==> config.mk <==
export PLATFORM = sky130hd
export DESIGN_NAME = iocs_top
export DESIGN_NICKNAME = d
export VERILOG_FILES = /design/src/hw/iocs_top.v /design/src/hw/iocs_sync.v
export VERILOG_INCLUDE_DIRS = /design/src /design/src/include
export SDC_FILE = /design/constraint.sdc
export NUM_CORES = 1
export LEC_CHECK = 0
export CAP_MARGIN = 20
export CELL_PAD_IN_SITES_DETAIL_PLACEMENT = 0
export CELL_PAD_IN_SITES_GLOBAL_PLACEMENT = 2
export CORE_MARGIN = 1.5
export CORE_UTILIZATION = 33
export DETAILED_ROUTE_END_ITERATION = 7
export DONT_BUFFER_PORTS = 1
export GPL_ROUTABILITY_DRIVEN = 0
export PLACE_DENSITY_LB_ADDON = 0.1
export SYNTH_ARGS = -nofsm -noshare
export SYNTH_HDL_FRONTEND = slang
export SYNTH_SLANG_ARGS = --single-unit
==> constraint.sdc <==
create_clock -name pclk -period 2 [get_ports pclk]
set_input_delay 0.1 -clock pclk [delete_from_list [all_inputs] [get_ports pclk]]
set_output_delay 0.1 -clock pclk [all_outputs]
set_load 0.1 [all_outputs]
==> src/include/iocs_consts.vh <==
// constants for the card select and busy/done flag block
// Overview of operation
// - compare six-bit select code every operation
// - even code primary match, odd code secondary
// - selected card drives done and busy lines
// - acknowledge winner returns code on data 10-15
// - control pulses pass only while primary selected or strapped
// - start or set-busy sets busy, clears done
// - done setting clears busy
// - done set directly or by clock while busy
// - clock enable low ignores done clocks
// - start or set-busy clears done
// - clear pulse or io reset clears both
// - flags tested on primary match or whenever strapped
// - done unmasked plus request strobe raises request
`ifndef IOCS_CONSTS_VH
`define IOCS_CONSTS_VH
`define IOCS_CODE_W      6
`define IOCS_CODE_HI_W   5
`define IOCS_CTRL_W      4
`define IOCS_DATA_W      16
`define IOCS_CODE_LSB    16
`define IOCS_SYNC_W      3
`define IOCS_APB_W       32
`define IOCS_ADDR_W      12
`define IOCS_ADDR_CODE   12'h000
`define IOCS_ADDR_CTRL   12'h004
`define IOCS_ADDR_FLAGS  12'h008
`define IOCS_ADDR_ISTAT  12'h00c
`define IOCS_ADDR_IEN    12'h010
`define IOCS_ADDR_ICLR   12'h014
`define IOCS_CODE_RST    5'h00
`define IOCS_EV_W        3
`define IOCS_EV_DONE     0
`define IOCS_EV_BUSY     1
`define IOCS_EV_REQ      2
`endif

==> src/hw/iocs_top.v <==
// card select decode, control gating and busy/done flags
//
// Design decisions made here: the APB interface to the registers and the register offsets.
`timescale 1ns/1ps
`default_nettype none
`include "iocs_consts.vh"
module iocs_top #(
    parameter CODE_W = `IOCS_CODE_W,
    parameter CTRL_W = `IOCS_CTRL_W
) (
    input  wire                     pclk,
    input  wire                     presetn,
    input  wire [`IOCS_ADDR_W-1:0]  paddr,
    input  wire                     psel,
    input  wire                     penable,
    input  wire                     pwrite,
    input  wire [`IOCS_APB_W-1:0]   pwdata,
    output reg  [`IOCS_APB_W-1:0]   prdata,
    output reg                      pready,
    output reg                      pslverr,
    input  wire [CODE_W-1:0]        device_select_lines,
    input  wire                     bus_start,
    input  wire                     bus_clear,
    input  wire                     bus_io_reset,
    input  wire [CTRL_W-1:0]        bus_ctrl,
    input  wire                     interrupt_acknowledge,
    input  wire                     request_enable_strobe,
    input  wire                     prio_in,
    input  wire                     status_select,
    input  wire                     ctrl_select,
    input  wire                     periph_set_busy,
    input  wire                     periph_set_done,
    input  wire                     periph_done_clk,
    input  wire                     done_clk_en,
    output reg                      primary_code_match,
    output reg                      secondary_code_match,
    output reg  [CTRL_W-1:0]        periph_ctrl,
    output reg                      select_done_line,
    output reg                      select_busy_line,
    output reg  [`IOCS_DATA_W-1:0]  ack_data,
    output reg                      ack_data_oe_n,
    output reg                      interrupt_request_line,
    output reg                      irq
);
    reg  [`IOCS_CODE_HI_W-1:0] code_sw_r;
    reg                        int_mask_r;
    reg                        busy_r;
    reg                        done_r;
    reg                        req_r;
    reg                        strobe_d_r;
    reg                        dclk_d_r;
    reg  [`IOCS_EV_W-1:0]      istat_r;
    reg  [`IOCS_EV_W-1:0]      ien_r;
    reg                        busy_d_r;
    reg                        done_d_r;
    reg                        req_d_r;
    wire [3:0]                 per_s;
    wire                       s_set_busy;
    wire                       s_set_done;
    wire                       s_dclk;
    wire                       s_dclk_en;
    wire                       code_hit;
    wire                       pm;
    wire                       sm;
    wire                       start_ev;
    wire                       done_ev;
    wire                       clr_ev;
    wire                       wr;
    wire                       rd;
    wire [`IOCS_EV_W-1:0]      ev;
    wire [`IOCS_EV_W-1:0]      iclr;

    // peripheral inputs are asynchronous
    // synchronise peripheral inputs
    iocs_sync #(
        .W (4)
    ) u_sync (
        .pclk    (pclk),
        .presetn (presetn),
        .d       ({done_clk_en, periph_done_clk, periph_set_done, periph_set_busy}),
        .q       (per_s)
    );
    assign s_set_busy = per_s[0];
    assign s_set_done = per_s[1];
    assign s_dclk     = per_s[2];
    assign s_dclk_en  = per_s[3];

    assign code_hit = (device_select_lines[CODE_W-1:1] == code_sw_r);
    assign pm = code_hit & ~device_select_lines[0];
    assign sm = code_hit & device_select_lines[0];

    assign start_ev = (bus_start & pm) | s_set_busy;
    // direct set or clock edge while busy
    assign done_ev  = s_set_done | (s_dclk & ~dclk_d_r & s_dclk_en & busy_r);
    assign clr_ev   = (bus_clear & pm) | bus_io_reset;

    assign wr = psel & penable & pwrite;
    assign rd = psel & penable & ~pwrite;

    always @(posedge pclk or negedge presetn)
    begin
        if (!presetn)
        begin
            busy_r     <= 1'b0;
            done_r     <= 1'b0;
            dclk_d_r   <= 1'b0;
            strobe_d_r <= 1'b0;
            req_r      <= 1'b0;
        end
        else
        begin
            dclk_d_r   <= s_dclk;
            strobe_d_r <= request_enable_strobe;
            if (clr_ev)
            begin
                busy_r <= 1'b0;
                done_r <= 1'b0;
            end
            else if (done_ev)
            begin
                done_r <= 1'b1;
                busy_r <= 1'b0;
            end
            else if (start_ev)
            begin
                busy_r <= 1'b1;
                done_r <= 1'b0;
            end
            if (clr_ev || !done_r)
                req_r <= 1'b0;
            else if (request_enable_strobe && !strobe_d_r && !int_mask_r)
                req_r <= 1'b1;
        end
    end

    // registered outputs toward bus and peripheral
    always @(posedge pclk or negedge presetn)
    begin
        if (!presetn)
        begin
            primary_code_match     <= 1'b0;
            secondary_code_match   <= 1'b0;
            periph_ctrl            <= {CTRL_W{1'b0}};
            select_done_line       <= 1'b0;
            select_busy_line       <= 1'b0;
            ack_data               <= {`IOCS_DATA_W{1'b0}};
            ack_data_oe_n          <= 1'b1;
            interrupt_request_line <= 1'b0;
        end
        else
        begin
            primary_code_match     <= pm;
            secondary_code_match   <= sm;
            periph_ctrl            <= (pm | ctrl_select) ? bus_ctrl : {CTRL_W{1'b0}};
            select_done_line       <= (pm | status_select) & done_r;
            select_busy_line       <= (pm | status_select) & busy_r;
            ack_data               <= {code_sw_r, 1'b0, {(`IOCS_DATA_W-CODE_W){1'b0}}};
            ack_data_oe_n          <= ~(interrupt_acknowledge & req_r & prio_in);
            interrupt_request_line <= req_r;
        end
    end

    // events: rising done, rising busy, rising request
    assign ev   = {req_r & ~req_d_r, busy_r & ~busy_d_r, done_r & ~done_d_r};
    assign iclr = (wr && pready && paddr == `IOCS_ADDR_ICLR) ? pwdata[`IOCS_EV_W-1:0]
                                                   : {`IOCS_EV_W{1'b0}};

    always @(posedge pclk or negedge presetn)
    begin
        if (!presetn)
        begin
            code_sw_r  <= `IOCS_CODE_RST;
            int_mask_r <= 1'b0;
            ien_r      <= {`IOCS_EV_W{1'b0}};
            istat_r    <= {`IOCS_EV_W{1'b0}};
            busy_d_r   <= 1'b0;
            done_d_r   <= 1'b0;
            req_d_r    <= 1'b0;
            irq        <= 1'b0;
            prdata     <= {`IOCS_APB_W{1'b0}};
            pready     <= 1'b0;
            pslverr    <= 1'b0;
        end
        else
        begin
            busy_d_r <= busy_r;
            done_d_r <= done_r;
            req_d_r  <= req_r;
            // set wins over clear
            istat_r  <= (istat_r & ~iclr) | ev;
            irq      <= |(istat_r & ien_r);
            pready   <= psel & ~penable;
            pslverr  <= 1'b0;
            if (psel && !penable)
            begin
                case (paddr)
                    `IOCS_ADDR_CODE,
                    `IOCS_ADDR_CTRL,
                    `IOCS_ADDR_FLAGS,
                    `IOCS_ADDR_ISTAT,
                    `IOCS_ADDR_IEN,
                    `IOCS_ADDR_ICLR: pslverr <= 1'b0;
                    default:         pslverr <= 1'b1;
                endcase
                case (paddr)
                    `IOCS_ADDR_CODE:  prdata <= {{(`IOCS_APB_W-`IOCS_CODE_HI_W){1'b0}}, code_sw_r};
                    `IOCS_ADDR_CTRL:  prdata <= {{(`IOCS_APB_W-1){1'b0}}, int_mask_r};
                    `IOCS_ADDR_FLAGS: prdata <= {{(`IOCS_APB_W-3){1'b0}}, req_r, busy_r, done_r};
                    `IOCS_ADDR_ISTAT: prdata <= {{(`IOCS_APB_W-`IOCS_EV_W){1'b0}}, istat_r};
                    `IOCS_ADDR_IEN:   prdata <= {{(`IOCS_APB_W-`IOCS_EV_W){1'b0}}, ien_r};
                    default:          prdata <= {`IOCS_APB_W{1'b0}};
                endcase
            end
            if (wr && pready)
            begin
                case (paddr)
                    `IOCS_ADDR_CODE: code_sw_r  <= pwdata[`IOCS_CODE_HI_W-1:0];
                    `IOCS_ADDR_CTRL: int_mask_r <= pwdata[0];
                    `IOCS_ADDR_IEN:  ien_r      <= pwdata[`IOCS_EV_W-1:0];
                    default:         int_mask_r <= int_mask_r;
                endcase
            end
        end
    end
endmodule
`default_nettype wire

==> src/hw/iocs_sync.v <==
// three-stage synchroniser with change qualified on agreement
`timescale 1ns/1ps
`default_nettype none
module iocs_sync #(
    parameter W = 1
) (
    input  wire         pclk,
    input  wire         presetn,
    input  wire [W-1:0] d,
    output reg  [W-1:0] q
);
    reg [W-1:0] s1_r;
    reg [W-1:0] s2_r;
    reg [W-1:0] s3_r;
    genvar i;
    always @(posedge pclk or negedge presetn)
    begin
        if (!presetn)
        begin
            s1_r <= {W{1'b0}};
            s2_r <= {W{1'b0}};
            s3_r <= {W{1'b0}};
        end
        else
        begin
            s1_r <= d;
            s2_r <= s1_r;
            s3_r <= s2_r;
        end
    end
    // output follows once stages two and three agree
    generate
        for (i = 0; i < W; i = i + 1)
        begin : g_bit
            always @(posedge pclk or negedge presetn)
            begin
                if (!presetn)
                    q[i] <= 1'b0;
                else if (s2_r[i] == s3_r[i])
                    q[i] <= s3_r[i];
            end
        end
    endgenerate
endmodule
`default_nettype wire

Word level (Yosys, flattened, before mapping)
Index checks and enable logic that the tools add are counted.
{"block": "word_totals", "elab_cells": 104, "register_bits": 85, "output_inout_bits": 61, "in_bits": 71}
{"block": "classes", "mux": 13, "eq_ne": 10, "n_reduce_logical": 18, "n_bitwise": 33}
{"cell": "5-bit case mux with 5 select lines", "n": 1}
{"cell": "12-bit by 4-bit equality test with 1-bit output (second input constant)", "n": 2}
{"cell": "12-bit by 5-bit equality test with 1-bit output (second input constant)", "n": 2}
{"cell": "1-bit AND", "n": 17}
{"cell": "12-bit by 3-bit equality test with 1-bit output (second input constant)", "n": 1}
{"cell": "12-bit zero test", "n": 1}
{"cell": "1-bit two-way mux", "n": 10}
{"cell": "1-bit inverter", "n": 7}
{"cell": "3-bit AND", "n": 2}
{"cell": "2-bit AND reduction", "n": 3}
{"cell": "6-bit OR reduction", "n": 1}
{"cell": "5-bit equality test", "n": 1}
{"cell": "1-bit logical AND", "n": 5}
{"cell": "1-bit bitwise OR", "n": 5}
{"cell": "1-bit equality test", "n": 4}
{"cell": "1-bit zero test", "n": 4}
{"cell": "4-bit two-way mux", "n": 1}
{"cell": "3-bit two-way mux", "n": 1}
{"cell": "3-bit inverter", "n": 1}
{"cell": "3-bit bitwise OR", "n": 1}
{"cell": "3-bit nonzero test", "n": 1}
{"cell": "3-bit OR reduction", "n": 1}
{"cell": "2-bit nonzero test", "n": 1}
{"cell": "1-bit logical OR", "n": 1}

Longest topological paths before layout
Gate-level depths: netlist of run 1.
{"block": "logic_depth", "ltp_word": 8, "ltp_mapped": 5, "depth_no_buf": 4}

Modules after synthesis
A second synthesis of run 1 with hierarchy kept.
{"block": "hier_totals", "cells_unflattened": 203, "area_unflattened_um2": 2501.1}
{"mod": "iocs_top", "area_per_inst_um2": 2055.7, "seq_area_each_um2": 1052.3, "cells_per_inst": 183, "instances": 1}
{"mod": "iocs_sync", "area_per_inst_um2": 445.4, "seq_area_each_um2": 400.4, "cells_per_inst": 20, "instances": 1}

Worst setup path before layout of run 1
Ideal clock, no wire load.
{"block": "synth_path", "path_type": "reg2reg", "start": "register pready", "end": "register ien_r[0]", "period_less_slack_ns": 2.569, "arrival_ns": 2.442, "slack_ns": -0.569, "n_path_buf": 0, "setup_ns": 0.127, "stages_incl_launch_ff": 5, "required_ns": 1.873, "path_cell_list": "dfrtp_1 -> nand4_1 -> or4_4 -> or4b_4 -> mux2_1"}
{"block": "synth_via", "elab_chain_cells": 2}
{"item": "from (decl)", "line_no": "iocs_top.v:19", "source": "output reg pready,"}
{"item": "from (signal assigned)", "line_no": "iocs_top.v:192", "source": "pready <= psel & ~penable;"}
{"item": "1-bit logical AND", "line_no": "iocs_top.v:214", "source": "if (wr && pready)"}
{"item": "2-bit AND reduction (no source line)"}
{"item": "to (signal assigned)", "line_no": "iocs_top.v:174", "source": "ien_r <= {`IOCS_EV_W{1'b0}};"}
{"item": "to (signal assigned)", "line_no": "iocs_top.v:219", "source": "`IOCS_ADDR_IEN: ien_r <= pwdata[`IOCS_EV_W-1:0];"}
{"item": "to (decl)", "line_no": "iocs_top.v:53", "source": "reg [`IOCS_EV_W-1:0] ien_r;"}
Every way passes these cells.
A chain may end at the register's enable or synchronous reset.

Worst setup path in the final report of run 1
{"block": "layout_path", "start": "register pready", "end": "register ien_r[2]"}
Same word-level chain as after synthesis.

==> flow_metrics.tcl, run 1 <==
set metrics [dict create \
    outcome "complete, no violations" \
    drcViolationCount 0 \
    synth_edf_count 0 \
    crit_fanout 3 \
    insertion_delay_ns 0.33 \
    period_minus_slack_ns 1.99 \
    worstSetupPathType "register to register" \
    core_sq_um 7210 \
    cts_buffers 9 \
    drt_iter0_markers 81 \
    final_cell_mix "dfrtp_1 (56), conb_1 (38), buf_4 (27), dlygate4sd3_1 (23), clkbuf_8 (12)" \
    synth_area_sq_um 2460 \
    grt_pass1_vias 1576 \
    grt_max_degree 59 \
    cts.reportedPaths.clkPinSlew_ns 0.07 \
    clkSinkCount 58 \
    cts_tree "yes" \
    syn_area_per_cell_sq_um 12.7 \
    crit_arrival_ns 2.21 \
    place_inst 313 \
    drive_above_1_share_pct 23.9 \
    p_sw_mw 0.907 \
    finalCritPeriodShare_pct 99.6 \
    synthArstFlopShare_pct 100 \
    start_util_pct 34.1 \
    grt_setup_unrepaired "yes" \
    cp-start-kind "register" \
    fin_skew_ns 0.00648 \
    end_kind "register" \
    timing.hold.ws_ns 0.00788 \
    syn_to_final_growth_pct 27.5 \
    postRouteAntennaNets 0 \
    irDropWorstVdd_mv 0.431 \
    die_w_um 89.3 \
    htreeDepth 3 \
    hold_class "primary input to register" \
    yosysSeqAreaShare_pct 59.1 \
    worstPathRequired_ns 2.22 \
    final_cells 354 \
    ioPinCount 132 \
    globalRoute.totalOverflow 0 \
    yosys_warnings 0 \
    p_comb_share_pct 17.7 \
    clock_power_share_pct 41.2 \
    wirelength_um 5020 \
    power_mw 3.01 \
    io_buffers 0 \
    p_seq_share_pct 41.2 \
    p_per_area_nw_per_um2 958 \
    routedWlPerCell_um 14.2 \
    n_antenna_cell 0 \
    final_common_cell "dfrtp_1" \
    rows 31 \
    cts_root_buf "clkbuf_8" \
    max_freq_ghz 0.502 \
    totalNegativeSetupSlack_ns 0 \
    dpl.hpwl_um 3550 \
    cap_violations 0 \
    die-area_sq_um 7980 \
    grt_pass1_wl_um 7770 \
    clock_path_buffers 2 \
    ys_seq_elements 58 \
    p_sw_share_pct 30.2 \
    die_h_um 89.3 \
    drtPass1Iterations 4 \
    setup_viol 0 \
    viasPerCell 4.40 \
    vias 1556 \
    p_leak_nw 1.49 \
    syn_inst 193 \
    synthFlopType "dfrtp_1" \
    synth.distinct_cells 41 \
    grt_usage_pct 13.6 \
    finalMaxSlewViolations 0 \
    nets 321 \
    hold_violations 0 \
    grt_antenna_before_repair 0 \
    intPower_mw 2.10 \
]
[Yosys cell counts (3+ instances only)]
cell       number  area share [%]
dfrtp_1        57              58
inv_1           9             1.4
mux2_1          3             1.4
maj3_1          4             1.6
o21a_1          6             1.8
buf_4          38              12
nor3_1          3            0.61
a2bb2oi_1       3             1.1
mux2i_1         4             1.6
xnor2_1         5             1.8
o21ai_0         9             1.8
mux2_4          5             3.1
a22o_1          3             1.1
nand3_1         7             1.4
nor4_1          3            0.76
[worst max-delay path: stages (launching register included)]
cell	delay [ns]
dfrtp_4	0.40
nand4_1	0.08
or4_4	0.53
or4b_4	0.55
mux2_4	0.32
[power groups by stage]
stage	logic, mW	registers, mW	clock network, mW
after floorplan	0.427	1.32	0
after global placement	0.460	1.26	0
after detailed placement	0.462	1.26	0
after CTS	0.532	1.24	1.28
after global routing	0.555	1.24	1.33
final	0.531	1.24	1.24
[per-stage QoR]
stage	util [%]	instance area, sq um	worst slack [ns]
finish	43.5	3140	0.00843
global route	43.5	3140	-0.0470
CTS	43.5	3140	-0.00394
detailed placement	36.5	2630	-0.190
global placement	36.5	2630	-0.160
floorplan	-	2620	-0.199
[path summary, 6_finish.rpt]
kind                                          start                       end  slack (ns)  depth (start not counted)
setup / recovery                   pready$_DFF_PN0_      ien_r[2]$_DFFE_PN0P_       0.008                          4
hold / removal                             paddr[4]      istat_r[2]$_DFF_PN0_       0.008                          3
setup reg to reg                   pready$_DFF_PN0_      ien_r[2]$_DFFE_PN0P_       0.008                          4
hold reg to reg            u_sync.s1_r[3]$_DFF_PN0_  u_sync.s2_r[3]$_DFF_PN0_        0.35                          0
max in group asynchronous                   presetn   ack_data_oe_n$_DFF_PN1_        1.41                          2
min in group asynchronous                   presetn     prdata[4]$_DFFE_PN0P_        0.30                          2
[final cells by class]
cell class,count,area (sq um)
fill,745,4080
sequential,58,1460
multi-input combinational,121,825
timing repair buffer,51,460
clock buffer,12,165
tap,99,124
clock inverter,4,72.6
inverter,9,33.8
[state kept, by name (all words and copies together) (netlist names), 3 cells and up]
name / count
periph_ctrl: 4
u_sync.s1_r: 4
istat_r: 3
ack_data: 5
u_sync.s2_r: 4
prdata: 5
code_sw_r: 5
u_sync.s3_r: 4
ien_r: 3
u_sync.q: 4
[timing repair]
action / CTS / global route
hold endpoints to repair: 86 / 0
setup endpoints to repair: 3 / 8
setup buffers: 1 / 0
gates cloned: 0 / 0
hold buffers: 24 / 0
resized for setup: 1 / 0
[logic make-up after synthesis]
kind of cell | share of synthesized area, %
xor+xnor | 1.78
fa+ha+maj | 1.63
mux | 6.51
flops | 59.1
other cells | 0.152
compound gates | 9.41
buf+inv | 13.7
simple gates | 7.78
[per-layer routing]
metal	GRT usage, %	wire, um
met5	0	0
met3	6.37	412
met4	4.76	95
met2	23.0	2630
met1	14.9	1880
Power figures use the tool's default switching activity.
==> run 2, diff against run 1 <==
--- a/config.mk
+++ b/config.mk
@@ -10,11 +10,11 @@
 export CELL_PAD_IN_SITES_DETAIL_PLACEMENT = 0
 export CELL_PAD_IN_SITES_GLOBAL_PLACEMENT = 2
 export CORE_MARGIN = 1.5
-export CORE_UTILIZATION = 33
+export CORE_UTILIZATION = 40
 export DETAILED_ROUTE_END_ITERATION = 7
 export DONT_BUFFER_PORTS = 1
 export GPL_ROUTABILITY_DRIVEN = 0
-export PLACE_DENSITY_LB_ADDON = 0.1
+export PLACE_DENSITY = 0.93
 export SYNTH_ARGS = -nofsm -noshare
 export SYNTH_HDL_FRONTEND = slang
 export SYNTH_SLANG_ARGS = --single-unit
==> constraint.sdc (replaced) <==
create_clock -name pclk -period 2.3 [get_ports pclk]
set_input_delay 0.115 -clock pclk [delete_from_list [all_inputs] [get_ports pclk]]
set_output_delay 0.115 -clock pclk [all_outputs]
set_load 0.1 [all_outputs]
==> run 2 against run 1 <==
Against the previous run: cell area down 6.4%; first-iteration DRC count down 42%; via count down 2.5%; fmax down 4.0%; die area down 17%; global-route usage up 2.3 points; sequential share of layout area up 3.1 points; worst setup slack better by 0.22 ns; non-clock buffer count down 17; hold slack better by 0.018 ns; sequential power down 9%; utilization up 6.1 points; largest cell class unchanged.
==> flow_metrics.tcl, run 2 (synthesis results as in run 1) <==
set metrics [dict create \
    outcome "complete, no violations" \
    met3_usage_pct 9.67 \
    worstMarginPinSlew_ns 0.892 \
    cts_root_buf "clkbuf_8" \
    rows 28 \
    die-area_sq_um 6630 \
    final_cell_mix "dfrtp_1 (56), conb_1 (38), dlygate4sd3_1 (26), clkbuf_8 (12)" \
    grt_pass1_vias 1634 \
    totalNegativeSetupSlack_ns 0 \
    hold_violations 0 \
    crit_path_max_incr_delay_ns 0.60 \
    p_leak_nw 1.38 \
    fin_skew_ns 0.00266 \
    max_freq_ghz 0.482 \
    cts-resized-gates 0 \
    p_per_area_nw_per_um2 845 \
    insertion_delay_ns 0.33 \
    grt_pass1_wl_um 7610 \
    r2r_setup_slack_ns 0.22 \
    finalMaxSlewViolations 0 \
    hold_class "primary input to register" \
    whs_endpoint "istat_r[0]$_DFF_PN0_" \
    grtUsageMet1_pct 17.3 \
    crit_buf_inv 0 \
    crit_path_top_delay_cell "or4_1" \
    cap_violations 0 \
    period_minus_slack_ns 2.08 \
    grt_setup_unrepaired "no" \
    final_cells 312 \
    cpLargestDelayFamily "simple AND/OR/NAND/NOR gates" \
    dpl.hpwl_um 3110 \
    finalCritPeriodShare_pct 90.2 \
    setup_viol 0 \
    relSlewSlack_pct 40.6 \
    irDropWorstVdd_mv 0.570 \
    crit_arrival_ns 2.29 \
    largest_registers "ack_data x5, code_sw_r x5, prdata x5" \
    nets 304 \
    drtPass1Iterations 6 \
    worstPathRequired_ns 2.51 \
    postRouteAntennaNets 0 \
    n_antenna_cell 0 \
    viasPerCell 4.86 \
    ioPinCount 132 \
    htreeDepth 3 \
    clock_path_buffers 2 \
    hold_depth 3 \
    busiest_layer "met2" \
    final_common_cell "dfrtp_1" \
    grt_usage_pct 15.9 \
    clkSinkCount 58 \
    wirelength_um 4710 \
    end_kind "register" \
    drcViolationCount 0 \
    cts.reportedPaths.clkPinSlew_ns 0.06 \
    cp_cell_sequence "nand4_1 > or4_4 > or4_1 > mux2_4" \
    io_buffers 0 \
    grtUsageMet2_pct 26.2 \
    routedWlPerCell_um 15.1 \
    vias 1517 \
    start_util_pct 41.5 \
    crit_fanout 6 \
    cts_tree "yes" \
    r2r_cells 4 \
    globalRoute.totalOverflow 0 \
    die_w_um 81.4 \
    cts_setup_buffers 0 \
    cp-start-kind "register" \
    min_from "pwdata[0]" \
    grt_antenna_before_repair 0 \
    timing.hold.ws_ns 0.0260 \
    grt_max_degree 59 \
    place_inst 270 \
    die_h_um 81.4 \
    r2r-start "pready$_DFF_PN0_" \
    core_sq_um 5920 \
    drive_above_1_share_pct 14.8 \
    cts_buffers 9 \
    syn_to_final_growth_pct 19.3 \
    r2r-end "code_sw_r[0]$_DFFE_PN0P_" \
    postCtsHoldBufs 27 \
    drt_iter0_markers 47 \
    worstSetupPathType "register to register" \
    power_mw 2.48 \
]
-- run 2: changes by cell type in the layout (fill, tap and decap cells not counted), sizes merged --
cell	change
buf	-20
bufinv	-1
clkbuf	+1
clkinvlp	-1
dlygate4sd3	+3
-- run 2: per-stage QoR --
step	area, sq um	utilization (%)	worst slack [ns]
after floorplan	2600	-	0.00499
after global placement	2440	41.3	-0.0164
after detailed placement	2440	41.3	-0.0240
after CTS	2940	49.6	0.209
after global routing	2940	49.6	0.127
final	2940	49.6	0.225
-- run 2: how the worst max path moves through the flow --
stage | startpoint | to | slack (ns) | depth (start not counted)
after floorplan | pready$_DFF_PN0_ | ien_r[0]$_DFFE_PN0P_ | 0.005 | 4
after global placement | paddr[11] | code_sw_r[0]$_DFFE_PN0P_ | -0.02 | 4
after detailed placement | paddr[11] | code_sw_r[4]$_DFFE_PN0P_ | -0.02 | 4
after CTS | pready$_DFF_PN0_ | code_sw_r[0]$_DFFE_PN0P_ | 0.21 | 4
after global routing | code_sw_r[4]$_DFFE_PN0P_ | periph_ctrl[2]$_DFF_PN0_ | 0.13 | 6
final | pready$_DFF_PN0_ | code_sw_r[0]$_DFFE_PN0P_ | 0.22 | 4
-- run 2: power breakdown --
| group | leakage [nW] | switching (mW) | internal [mW] | total (mW) |
|---|---|---|---|---|
| logic | 0.541 | 0.334 | 0.0656 | 0.400 |
| clock network | 0.106 | 0.369 | 0.581 | 0.951 |
| registers | 0.737 | 0.0742 | 1.06 | 1.13 |
| total | 1.38 | 0.778 | 1.70 | 2.48 |
-- run 2: worst register-to-register path, stage by stage, from the launching register on --
cell	delay (ns)
dfrtp_2	0.35
nand4_1	0.10
or4_4	0.54
or4_1	0.60
mux2_4	0.36
-- run 2: routing by layer --
layer	part of all wire, %	vias to the layer above	wire, um
met5	0	-	0
met4	0.64	0	30
met3	9.8	4	461
met2	50	76	2360
met1	39	756	1850
li1	-	681	-
-- run 2: layout make-up --
type                            count  area [sq um]
Sequential cell                    58          1450
Clock buffer                       13           169
Clock inverter                      2          35.0
Timing Repair Buffer               34           340
Tap cell                           75          93.8
Inverter                            9          33.8
Fill cell                         536          2990
Multi-Input combinational cell    121           810
